--- src/mbpc_defines.vh ---
// constants for the motor bridge pwm control block
`ifndef MBPC_DEFINES_VH
`define MBPC_DEFINES_VH

// register indices (byte address = 4 * index)
`define MBPC_ADDR_CTRL    4'h0
`define MBPC_ADDR_CONFIG  4'h1
`define MBPC_ADDR_STATUS  4'h2
`define MBPC_ADDR_IRQ     4'h3
`define MBPC_ADDR_MASK    4'h4

// control register fields
`define MBPC_CTRL_DIR_A   0
`define MBPC_CTRL_DIR_B   1
`define MBPC_CTRL_DIR_C   2
`define MBPC_CTRL_HS1     3
`define MBPC_CTRL_HS2     4
`define MBPC_CTRL_LS1     5
`define MBPC_CTRL_LS2     6
`define MBPC_CTRL_RST     7'h00

// configuration register fields
`define MBPC_CFG_HSSEL1   0
`define MBPC_CFG_HSSEL2   1
`define MBPC_CFG_C_DC     13
`define MBPC_CFG_RST      16'h0000

// interrupt bits: limit a, b, c, thermal a, b, c, overvoltage
`define MBPC_IRQ_W        7
`define MBPC_IRQ_RST      7'h00

// timing
`define MBPC_CLK_MHZ      25
`define MBPC_DEGLITCH_NS  500
`define MBPC_DEGLITCH_CYC ((`MBPC_DEGLITCH_NS * `MBPC_CLK_MHZ + 999) / 1000)
`define MBPC_OSC_KHZ      200
`define MBPC_OSC_DIV      ((`MBPC_CLK_MHZ * 1000) / `MBPC_OSC_KHZ)
`define MBPC_OFF_TICKS    25

`endif

--- src/mbpc_sync.v ---
// two-stage synchroniser for one level
`timescale 1ns/10ps
`default_nettype none

module mbpc_sync (
  input  wire clk,    // block clock
  input  wire rstn,   // async reset, active low
  input  wire d,      // asynchronous level
  output reg  q       // synchronised level
);

  reg meta_reg;       // first stage, read only by q

  // two flip-flops in a row; reset low so an idle input reads as off
  always @(posedge clk or negedge rstn) begin
    if (!rstn) begin
      meta_reg <= 1'b0;
      q        <= 1'b0;
    end else begin
      meta_reg <= d;
      q        <= meta_reg;
    end
  end

endmodule // mbpc_sync

`default_nettype wire

--- src/mbpc_limit.v ---
// current-limit deglitch and off-timer for one bridge
`timescale 1ns/10ps
`default_nettype none
`include "mbpc_defines.vh"

module mbpc_limit #(
  parameter DEGLITCH = `MBPC_DEGLITCH_CYC,  // deglitch cycles
  parameter OFF_TICKS = `MBPC_OFF_TICKS     // off period in osc ticks
) (
  input  wire clk,       // block clock
  input  wire rstn,      // async reset, active low
  input  wire tick,      // 200 khz oscillator tick
  input  wire over_cur,  // raw overcurrent indication
  output reg  hold_off,  // bridge forced off
  output reg  event_p    // qualified limit event pulse
);

  reg [7:0] glitch_reg;  // deglitch counter
  reg [7:0] off_reg;     // off-timer ticks left

  // filter, then hold the bridge off for a fixed number of ticks
  always @(posedge clk or negedge rstn) begin
    if (!rstn) begin
      glitch_reg <= 8'h00;
      off_reg    <= 8'h00;
      hold_off   <= 1'b0;
      event_p    <= 1'b0;
    end else begin
      event_p <= 1'b0;
      if (!over_cur || hold_off)
        glitch_reg <= 8'h00;
      else if (glitch_reg != DEGLITCH[7:0])
        glitch_reg <= glitch_reg + 8'h01;                      // [RULE9]
      if (!hold_off && over_cur && glitch_reg == DEGLITCH[7:0]) begin
        hold_off <= 1'b1;                                      // [RULE10]
        off_reg  <= OFF_TICKS[7:0];
        event_p  <= 1'b1;
      end else if (hold_off && tick) begin
        if (off_reg == 8'h01)
          hold_off <= 1'b0;                                    // [RULE17]
        off_reg <= off_reg - 8'h01;
      end
    end
  end

endmodule // mbpc_limit

`default_nettype wire

--- src/mbpc_top.v ---
// motor bridge pwm control: drivers a, b and configurable driver c
`timescale 1ns/10ps
`default_nettype none
`include "mbpc_defines.vh"

// Operation
// RULE1: bridge a outputs follow its pulse input
// RULE2: bridge b outputs follow its own input
// RULE3: dc mode: first c input, register direction
// RULE4: stepper: phase a first, phase b second
// RULE5: config bit 13: 0 stepper, 1 dc
// RULE6: dc low-side or stepper high-side outputs
// RULE7: c outputs selectable as high-side outputs
// RULE8: stepper off when supply over 20 v
// RULE9: overcurrent deglitched before limit event
// RULE10: off-timer holds bridge off after limit
// RULE11: direction reversal accepted under current
// RULE12: undriven pulse input means off
// RULE13: thermal shutdown disables that driver
// RULE14: host pulses at 20 to 40 khz
// RULE15: reset: stepper off, dc low-sides on
// RULE16: host writes direction, device applies it
// RULE17: resume after off-timer ticks expire
// RULE18: pulse inputs pass two-stage synchroniser
module mbpc_top #(
  parameter OFF_TICKS = `MBPC_OFF_TICKS   // off-timer length in osc ticks
) (
  input  wire        clk,                       // 25 mhz clock
  input  wire        rstn,                      // async reset, active low
  input  wire [3:0]  addr,                      // register index
  input  wire [31:0] wdata,                     // write data
  input  wire        wr,                        // write strobe
  input  wire        rd,                        // read strobe
  output reg  [31:0] rdata,                     // read data, cycle after rd
  input  wire        bridge_a_pulse_in,         // driver a pwm
  input  wire        bridge_b_pulse_in,         // driver b pwm
  input  wire        driver_c_pulse_in_first,   // driver c pwm first
  input  wire        driver_c_pulse_in_second,  // driver c pwm second
  input  wire [2:0]  over_cur,                  // overcurrent a, b, c
  input  wire [2:0]  over_temp,                 // thermal a, b, c
  input  wire        supply_over_20v,           // supervisor: b+ > 20 v
  output reg  [3:0]  bridge_a_outputs,          // hs1 ls1 hs2 ls2
  output reg  [3:0]  bridge_b_outputs,          // hs1 ls1 hs2 ls2
  output reg  [3:0]  driver_c_gates,            // hs1 ls1 hs2 ls2
  output reg         driver_c_out_first,        // leg 1 high side on
  output reg         driver_c_out_second,       // leg 2 high side on
  output reg         irq                        // interrupt, active high
);

  // bridge gate vector bit positions
  localparam G_HS1 = 3;
  localparam G_LS1 = 2;
  localparam G_HS2 = 1;
  localparam G_LS2 = 0;

  reg  [6:0]  ctrl_reg;       // directions and general outputs
  reg  [15:0] cfg_reg;        // mode and output selects
  reg  [6:0]  irq_reg;        // sticky events
  reg  [6:0]  mask_reg;       // interrupt enables
  reg  [6:0]  ev_next;        // events this cycle
  reg  [3:0]  c_next;         // driver c gates next
  reg  [15:0] div_reg;        // oscillator divider
  reg         tick_reg;       // 200 khz tick
  reg  [2:0]  temp_reg;       // registered thermal flags
  reg         ov_reg;         // registered overvoltage
  reg         ov_prev_reg;    // overvoltage edge detect
  reg  [2:0]  temp_prev_reg;  // thermal edge detect
  wire        pa;             // synchronised pulses
  wire        pb;
  wire        pc1;
  wire        pc2;
  wire [2:0]  hold;           // off-timer active per driver
  wire [2:0]  lim_ev;         // limit events

  // h-bridge gates: pwm on drives diagonal, pwm off brakes low-side
  function [3:0] mbpc_bridge;
    input pwm;
    input dir;
    input off;
    begin
      if (off)
        mbpc_bridge = 4'h0;
      else if (!pwm)
        mbpc_bridge = 4'h5;                       // both low-sides on
      else if (dir)
        mbpc_bridge = 4'h9;                       // hs1 and ls2
      else
        mbpc_bridge = 4'h6;                       // ls1 and hs2
    end
  endfunction

  // pulse inputs resynchronised; reset value low reads as off [RULE18] [RULE12]
  mbpc_sync u_sa (.clk(clk), .rstn(rstn), .d(bridge_a_pulse_in), .q(pa));
  mbpc_sync u_sb (.clk(clk), .rstn(rstn), .d(bridge_b_pulse_in), .q(pb));
  mbpc_sync u_s1 (.clk(clk), .rstn(rstn),
                  .d(driver_c_pulse_in_first), .q(pc1));
  mbpc_sync u_s2 (.clk(clk), .rstn(rstn),
                  .d(driver_c_pulse_in_second), .q(pc2));

  // 200 khz time base for the off-timers
  always @(posedge clk or negedge rstn) begin
    if (!rstn) begin
      div_reg  <= 16'h0000;
      tick_reg <= 1'b0;
    end else if (div_reg == `MBPC_OSC_DIV - 1) begin
      div_reg  <= 16'h0000;
      tick_reg <= 1'b1;
    end else begin
      div_reg  <= div_reg + 16'h0001;
      tick_reg <= 1'b0;
    end
  end

  // current-limit filter and off-timer per driver
  mbpc_limit #(.OFF_TICKS(OFF_TICKS)) u_la (
    .clk(clk), .rstn(rstn), .tick(tick_reg), .over_cur(over_cur[0]),
    .hold_off(hold[0]), .event_p(lim_ev[0]));
  mbpc_limit #(.OFF_TICKS(OFF_TICKS)) u_lb (
    .clk(clk), .rstn(rstn), .tick(tick_reg), .over_cur(over_cur[1]),
    .hold_off(hold[1]), .event_p(lim_ev[1]));
  mbpc_limit #(.OFF_TICKS(OFF_TICKS)) u_lc (
    .clk(clk), .rstn(rstn), .tick(tick_reg), .over_cur(over_cur[2]),
    .hold_off(hold[2]), .event_p(lim_ev[2]));

  // fault inputs registered and edge-detected for events
  always @(posedge clk or negedge rstn) begin
    if (!rstn) begin
      temp_reg      <= 3'h0;
      temp_prev_reg <= 3'h0;
      ov_reg        <= 1'b0;
      ov_prev_reg   <= 1'b0;
    end else begin
      temp_reg      <= over_temp;
      temp_prev_reg <= temp_reg;
      ov_reg        <= supply_over_20v;
      ov_prev_reg   <= ov_reg;
    end
  end

  // event vector: limit a b c, thermal a b c, overvoltage
  always @* begin
    ev_next = {ov_reg & ~ov_prev_reg, temp_reg & ~temp_prev_reg, lim_ev};
  end

  // driver c gate selection by mode
  always @* begin
    c_next = 4'h0;
    if (cfg_reg[`MBPC_CFG_C_DC]) begin                         // [RULE5]
      // dc bridge, direction from register, gated by first input
      c_next = mbpc_bridge(pc1, ctrl_reg[`MBPC_CTRL_DIR_C],
                           temp_reg[2] | hold[2]);             // [RULE3] [RULE16]
      // a leg selected as general high-side leaves the bridge
      if (cfg_reg[`MBPC_CFG_HSSEL1]) begin
        c_next[G_HS1] = ctrl_reg[`MBPC_CTRL_HS1];              // [RULE7]
        c_next[G_LS1] = ctrl_reg[`MBPC_CTRL_LS1];              // [RULE6]
      end
      if (cfg_reg[`MBPC_CFG_HSSEL2]) begin
        c_next[G_HS2] = ctrl_reg[`MBPC_CTRL_HS2];              // [RULE7]
        c_next[G_LS2] = ctrl_reg[`MBPC_CTRL_LS2];              // [RULE6]
      end
      if (temp_reg[2])
        c_next = 4'h0;                                         // [RULE13]
    end else if (!ov_reg && !temp_reg[2] && !hold[2]) begin    // [RULE8]
      // stepper: phase a on ls1 side, phase b on ls2 side
      c_next[G_LS1] = pc1;                                     // [RULE4]
      c_next[G_LS2] = pc2;                                     // [RULE4]
      c_next[G_HS1] = ctrl_reg[`MBPC_CTRL_HS1];                // [RULE6]
      c_next[G_HS2] = ctrl_reg[`MBPC_CTRL_HS2];                // [RULE6]
    end
  end

  // gate outputs; reset forces dc low-sides on, stepper off [RULE15]
  always @(posedge clk or negedge rstn) begin
    if (!rstn) begin
      bridge_a_outputs    <= 4'h5;
      bridge_b_outputs    <= 4'h5;
      driver_c_gates      <= 4'h0;
      driver_c_out_first  <= 1'b0;
      driver_c_out_second <= 1'b0;
    end else begin
      // direction applied at once, even while current flows [RULE11]
      bridge_a_outputs <= mbpc_bridge(pa, ctrl_reg[`MBPC_CTRL_DIR_A],
                                      temp_reg[0] | hold[0]); // [RULE1] [RULE13]
      bridge_b_outputs <= mbpc_bridge(pb, ctrl_reg[`MBPC_CTRL_DIR_B],
                                      temp_reg[1] | hold[1]); // [RULE2] [RULE13]
      driver_c_gates      <= c_next;
      driver_c_out_first  <= c_next[G_HS1];
      driver_c_out_second <= c_next[G_HS2];
    end
  end

  // register writes; status set wins over write-one-to-clear
  always @(posedge clk or negedge rstn) begin
    if (!rstn) begin
      ctrl_reg <= `MBPC_CTRL_RST;
      cfg_reg  <= `MBPC_CFG_RST;
      irq_reg  <= `MBPC_IRQ_RST;
      mask_reg <= `MBPC_IRQ_RST;
    end else begin
      if (wr && addr == `MBPC_ADDR_CTRL)
        ctrl_reg <= wdata[6:0];                                // [RULE16]
      if (wr && addr == `MBPC_ADDR_CONFIG)
        cfg_reg <= wdata[15:0];
      if (wr && addr == `MBPC_ADDR_MASK)
        mask_reg <= wdata[6:0];
      if (wr && addr == `MBPC_ADDR_IRQ)
        irq_reg <= (irq_reg & ~wdata[6:0]) | ev_next;
      else
        irq_reg <= irq_reg | ev_next;
    end
  end

  // read data one cycle after strobe, zero otherwise
  always @(posedge clk or negedge rstn) begin
    if (!rstn) begin
      rdata <= 32'h00000000;
    end else if (rd) begin
      case (addr)
        `MBPC_ADDR_CTRL:   rdata <= {25'h0000000, ctrl_reg};
        `MBPC_ADDR_CONFIG: rdata <= {16'h0000, cfg_reg};
        `MBPC_ADDR_STATUS: rdata <= {19'h00000, driver_c_gates,
                                     ov_reg, temp_reg, hold, pc2, pc1};
        `MBPC_ADDR_IRQ:    rdata <= {25'h0000000, irq_reg};
        `MBPC_ADDR_MASK:   rdata <= {25'h0000000, mask_reg};
        default:           rdata <= 32'h00000000;
      endcase
    end else begin
      rdata <= 32'h00000000;
    end
  end

  // level interrupt from masked sticky status
  always @(posedge clk or negedge rstn) begin
    if (!rstn)
      irq <= 1'b0;
    else
      irq <= |(irq_reg & mask_reg);
  end

endmodule // mbpc_top

`default_nettype wire

--- config.mk ---
export PLATFORM = sky130hd
export DESIGN_NAME = mbpc_top
export DESIGN_NICKNAME = d
export VERILOG_FILES = /design/src/mbpc_sync.v /design/src/mbpc_limit.v /design/src/mbpc_top.v
export VERILOG_INCLUDE_DIRS = /design/src
export SDC_FILE = /design/constraint.sdc
export NUM_CORES = 1
export LEC_CHECK = 0
export BUFFER_PORTS_ARGS = -buffer_cell sky130_fd_sc_hd__buf_4
export CAP_MARGIN = 20
export CORE_ASPECT_RATIO = 0.6
export CORE_MARGIN = 3
export CORE_UTILIZATION = 29
export DETAILED_ROUTE_END_ITERATION = 6
export GPL_ROUTABILITY_DRIVEN = 0
export PLACE_DENSITY = 0.45
export SLEW_MARGIN = 20
export SYNTH_ARGS = -nofsm -noshare
export SYNTH_HDL_FRONTEND = slang
export SYNTH_HIERARCHICAL = 1
export SYNTH_SLANG_ARGS = --single-unit
--- constraint.sdc ---
create_clock -name clk -period 1.7 [get_ports clk]
set_input_delay 0.34 -clock clk [delete_from_list [all_inputs] [get_ports clk]]
set_output_delay 0.34 -clock clk [all_outputs]
set_load 0.02 [all_outputs]
==> Word level (Yosys, flattened, before mapping) <==
Index checks and enable logic that the tools add are counted.
{ "word_totals": {"ff_bits": 171, "input_bits": 51, "output_inout_bits": 47} }
{ "classes": {"n_addsub": 7, "n_eq_ne": 14, "muxes": 43, "bitwise_logic": 12, "n_reduce_logical": 40} }
{ "op_table": {"columns": ["cell", "count"], "rows": [
  ["$mux W8", 12],
  ["$pmux W16 S5", 1],
  ["$mux W4", 12],
  ["$mux W32", 1],
  ["$add A8 B1 Y8 const B", 3],
  ["$eq A8 B1 Y1 const B", 3],
  ["$eq A8 B4 Y1 const B", 3],
  ["$ne A8 B4 Y1 const B", 3],
  ["$sub A8 B1 Y8 const B", 3],
  ["$reduce_bool A2 Y1", 9],
  ["$add A16 B1 Y16 const B", 1],
  ["$eq A16 B7 Y1 const B", 1],
  ["$mux W16", 1],
  ["$logic_and A1 B1 Y1", 15],
  ["$and A7 B7 Y7", 2],
  ["$or A7 B7 Y7", 2],
  ["$mux W1", 13],
  ["$eq A4 B2 Y1 const B", 2],
  ["$logic_not A1 Y1", 8],
  ["$mux W7", 1],
  ["$not A7 Y7", 1],
  ["$reduce_or A7 Y1", 1],
  ["$reduce_and A2 Y1", 3],
  ["$eq A4 B1 Y1 const B", 1],
  ["9 further kinds", 14]
]} }

==> Longest topological paths before layout <==
{ "depth": {"ltp_word": 6, "depth_mapped": 7, "ltp_nobuf": 6} }

==> Modules after synthesis <==
Netlist, hierarchy kept.
{ "by_module_without_submodules": {"columns": ["module", "instances", "cells_each", "area_each_um2"], "rows": [
  ["mbpc_top", 1, 325, 4015.1],
  ["mbpc_limit", 3, 92, 927.1],
  ["mbpc_sync", 4, 2, 50.0]
]} }

==> Worst setup path after synthesis <==
No wires, ideal clock.
{ "synth_path": {"kind": "reg-to-reg", "from": "register u_la.off_reg[2]", "to": "register u_la.off_reg[7]", "setup_time_ns": 0.073, "t_arrival_ns": 1.527, "required_time_ns": 1.627, "setup_slack_ns": 0.100, "stages_incl_launch_ff": 4, "synth_period_minus_slack_ns": 1.600, "path_cell_list": "dfrtp_1 -> or4_4 -> or4_4 -> a21oi_2"} }
{ "synth_between": {"elab_chain_len": 3} }
{ "synth_rtl": {"columns": ["item", "line_no", "text"], "rows": [
  ["start, declared", "mbpc_limit.v:19", "reg [7:0] off_reg;"],
  ["start signal, assigned", "mbpc_limit.v:36", "off_reg <= OFF_TICKS[7:0];"],
  ["start signal, assigned", "mbpc_limit.v:41", "off_reg <= off_reg - 8'h01;"],
  ["$sub A8 B1 Y8", "mbpc_limit.v:41", null],
  ["$mux W8", "mbpc_limit.v:38", "end else if (hold_off && tick) begin"],
  ["$mux W8", "mbpc_limit.v:34", "if (!hold_off && over_cur && glitch_reg == DEGLITCH[7:0]) begin"]
]} }
No other way between the ends. The select of a mux whose other input is x is not followed.
A chain may end at the register's enable or synchronous reset.

==> Worst setup path after layout <==
{ "layout_path": {"from": "register u_lc.off_reg[4]", "to": "register u_lc.off_reg[7]"} }
{ "layout_between": {"elab_chain_len": 3} }
{ "layout_rtl": {"columns": ["item", "line_no"], "rows": [
  ["start, declared", "mbpc_limit.v:19"],
  ["start signal, assigned", "mbpc_limit.v:36"],
  ["start signal, assigned", "mbpc_limit.v:41"],
  ["$sub A8 B1 Y8", "mbpc_limit.v:41"],
  ["$mux W8", "mbpc_limit.v:38"],
  ["$mux W8", "mbpc_limit.v:34"]
]} }
No other way between the ends. The select of a mux whose other input is x is not followed.

==> results by group <==
Outcome
  – Run status: complete, no violations

Finish
  – Multi-input logic area: about 0.003 mm^2
  – Antenna cell count: 0
  – Syn-to-layout area delta: 26.5%
  – Share of cells above drive strength 1: 28.9%
  – Fill count: 2313
  – # nets final: 797
  – Seq. cell area: 0.00384 mm^2

Logic synthesis
  – Synth area leader: dfrtp_1
  – Number of flops mapped to enable cells by yosys: 0
  – Post-synthesis mux area share: a little over 7%
  – FFs w/ async S/R, synth: 100%
  – Post-synth top area share: 53.3%
  – Top-count cell post-synth: dfrtp_1
  – Post-Synthesis Cells: 609
  – Synth Area in XOR/XNOR: 2.13%
  – Sequential share of the synthesized area: 54.8%
  – Simple-Gate Fraction of Synth Area: 16.1%
  – Synth top area cells: dfrtp_1, mux2_2, nand2_1
  – Synth Area in Compound Gates: 12.9%
  – Largest family of logic cells by synthesized area: simple AND/OR/NAND/NOR gates
  – Synth cell count leaders: dfrtp_1, nand2_1, a21oi_1
  – Mapped Area: around 0.007 mm^2
  – Top_reg_cell synth: dfrtp_1
  – Yosys warnings: 6
  – Synth unique cells: 63
  – Adder-Cell Fraction of Synth Area: 2.50%
  – Synth Register Bits: 153
  – Avg Inst Size Synth: approximately 11 um^2

CTS
  – Clk sinks: about 150
  – CTS tree: yes
  – H-tree levels: 4
  – Cts bufs inserted: 17
  – Root Driver: clkbuf_16
  – Clk buf depth: 2
  – Clock transition at path regs: roughly 0.07 ns
  – Skew-Pair Late Insertion Delay: 0.43 ns

Flow run
  – Maxcap violations: 0

Die
  – # rows: 43
  – Die span in y: 126 um
  – Core area: 0.0234 mm^2
  – Starting Density: 29.9%
  – Ports: 98
  – Die width: about 210 um
  – Die area: ~0.026 mm^2

Timing
  – Clock period minus worst slack: 1.66 ns
  – Endpoints failing hold: 0
  – Slew Viols, Final: 0
  – Tcrit/Tclk final: 97.5%
  – Fmax achieved: 604 MHz
  – Final setup skew: between 0.01 and 0.015 ns
  – Setup Viol. Count Final: 0
  – Setup TNS: 0 ns

GRT
  – Initial antenna violation count: 0
  – Global-route wire length before repair: 27.4 mm
  – Total GRT Usage: 13.4%
  – Vias in the first global route: 5155
  – Largest net degree at the start of global routing: 36
  – GRT Residual Overflow: 0

Worst setup path
  – Critical-path maximum fanout: 5
  – Critical path endpoint category: flip-flop
  – Worst reg2reg startpoint: u_lc/off_reg[4]$_DFFE_PN0P_
  – R2R Path End: u_lc/off_reg[7]$_DFFE_PN0P_
  – Reg2reg path depth: 3
  – CP required: 2.06 ns
  – CP Launch Type: flip-flop
  – Reg2reg setup slack: approximately 0.043 ns
  – Crit path arrival time: between 2 and 2.5 ns
  – Critical setup path kind: reg2reg

Worst hold path
  – Hold Path Stages: 2
  – Hold Path End: cfg_reg[9]$_DFFE_PN0P_
  – HP Class: in2reg
  – Worst Min Path Start: wdata[9]

Pwr
  – Total power: 8.77 mW
  – Leakage: 3.86 nW
  – Maximum VDD drop: 0.575 mV
  – Power Dens Cells: 991 mW/mm^2

Drt
  – DRT Pass-1 Iters: 4
  – Detailed router's first-iteration violation count: approximately 300
  – WL/cell: 15.5 um
  – DRT Wirelength: between 15 and 20 mm
  – Antenna Nets Post-Route: 0
  – Vias: 4995
  – Drt via density: roughly 4.7
  – # DRC: 0

Placed design
  – IO buf count: 65
  – HPWL after DPL: 12.0 mm
## placed cells by master, fill, tap and decap left out, types with 7 or more instances in the layout
master / n
buf_4: 106
conb_1: 16
ha_1: 14
o22ai_1: 7
nor3_1: 7
o31ai_1: 9
nor2b_1: 8
dlygate4sd3_1: 9
xnor2_1: 11
mux2_4: 10
and2_1: 7
a21oi_1: 34
nand3_1: 32
dfrtp_1: 147
a22oi_1: 21
inv_1: 24
or3_1: 12
nand2b_1: 8
nand2_1: 50
clkbuf_16: 17
mux2_2: 27
o21ai_0: 20
nor2_1: 16
## logic make-up (layout without fill, tap and decap cells)
| group | count (synthesis) | count (layout) |
|---|---|---|
| flops | 153 | 153 |
| fa+ha+maj | 14 | 14 |
| simple gates | 192 | 192 |
| buf+inv | 56 | 177 |
| compound gates | 134 | 134 |
| xor+xnor | 17 | 17 |
| other cells | 1 | 16 |
| mux | 42 | 42 |
## how the worst max path moves through the flow
stage                           startpoint                     endpoint
6_report       u_lc/off_reg[4]$_DFFE_PN0P_  u_lc/off_reg[7]$_DFFE_PN0P_
2_1_floorplan  u_la/off_reg[2]$_DFFE_PN0P_  u_la/off_reg[7]$_DFFE_PN0P_
3_5_place_dp   u_lb/off_reg[4]$_DFFE_PN0P_  u_lb/off_reg[7]$_DFFE_PN0P_
3_3_place_gp   u_la/off_reg[5]$_DFFE_PN0P_  u_la/off_reg[7]$_DFFE_PN0P_
5_1_grt        u_lc/off_reg[4]$_DFFE_PN0P_  u_lc/off_reg[7]$_DFFE_PN0P_
4_1_cts        u_la/off_reg[4]$_DFFE_PN0P_  u_la/off_reg[7]$_DFFE_PN0P_
## critical path: stages (launching register included)
cell and delay [ns]:
dfrtp_1 0.41, or4_4 0.56, or4_4 0.50, a21oi_2 0.14
## repair_timing
action,4_1_cts,5_1_grt
setup buffers,0,3
endpoints found under the setup margin,0,11
hold buffers,9,0
endpoints found under the hold margin,33,0
gates resized for setup,0,6
## stage by stage
step	utilization, %	area (um^2)	hold slack [ns]	worst slack [ns]	instances
floorplan	-	7050	0.0444	0.100	624
global placement	34.6	8110	0.250	0.0755	1016
detailed placement	34.6	8110	0.249	0.0274	1016
CTS	37.7	8820	0.115	0.0110	1057
global route	37.8	8850	0.116	-0.00353	1060
finish	37.8	8850	0.139	0.0433	1060
## routing by layer
metal	global-route usage, %	up-vias	wire, um
li1	-	2439	-
met1	19.9	2466	8400
met2	19.4	76	7120
met3	3.51	14	763
met4	3.71	0	171
met5	0	-	0
## layout make-up
type / count / area share [%]
well taps: 315 / 4.45
clock inverters: 14 / 2.25
inverters: 25 / 1.06
multi-input cells: 415 / 33.0
clock buffers: 18 / 4.85
flip-flops and latches: 153 / 43.3
repair buffers: 120 / 11.0
## power breakdown
group          switching [mW]  leakage [nW]  internal, mW  total [mW]
Clock                    1.56         0.304          2.47        4.03
Sequential              0.179          1.85          3.85        4.03
Combinational           0.339          1.71         0.371       0.710
Total                    2.08          3.86          6.69        8.77
(Power assumes the default switching activity.)
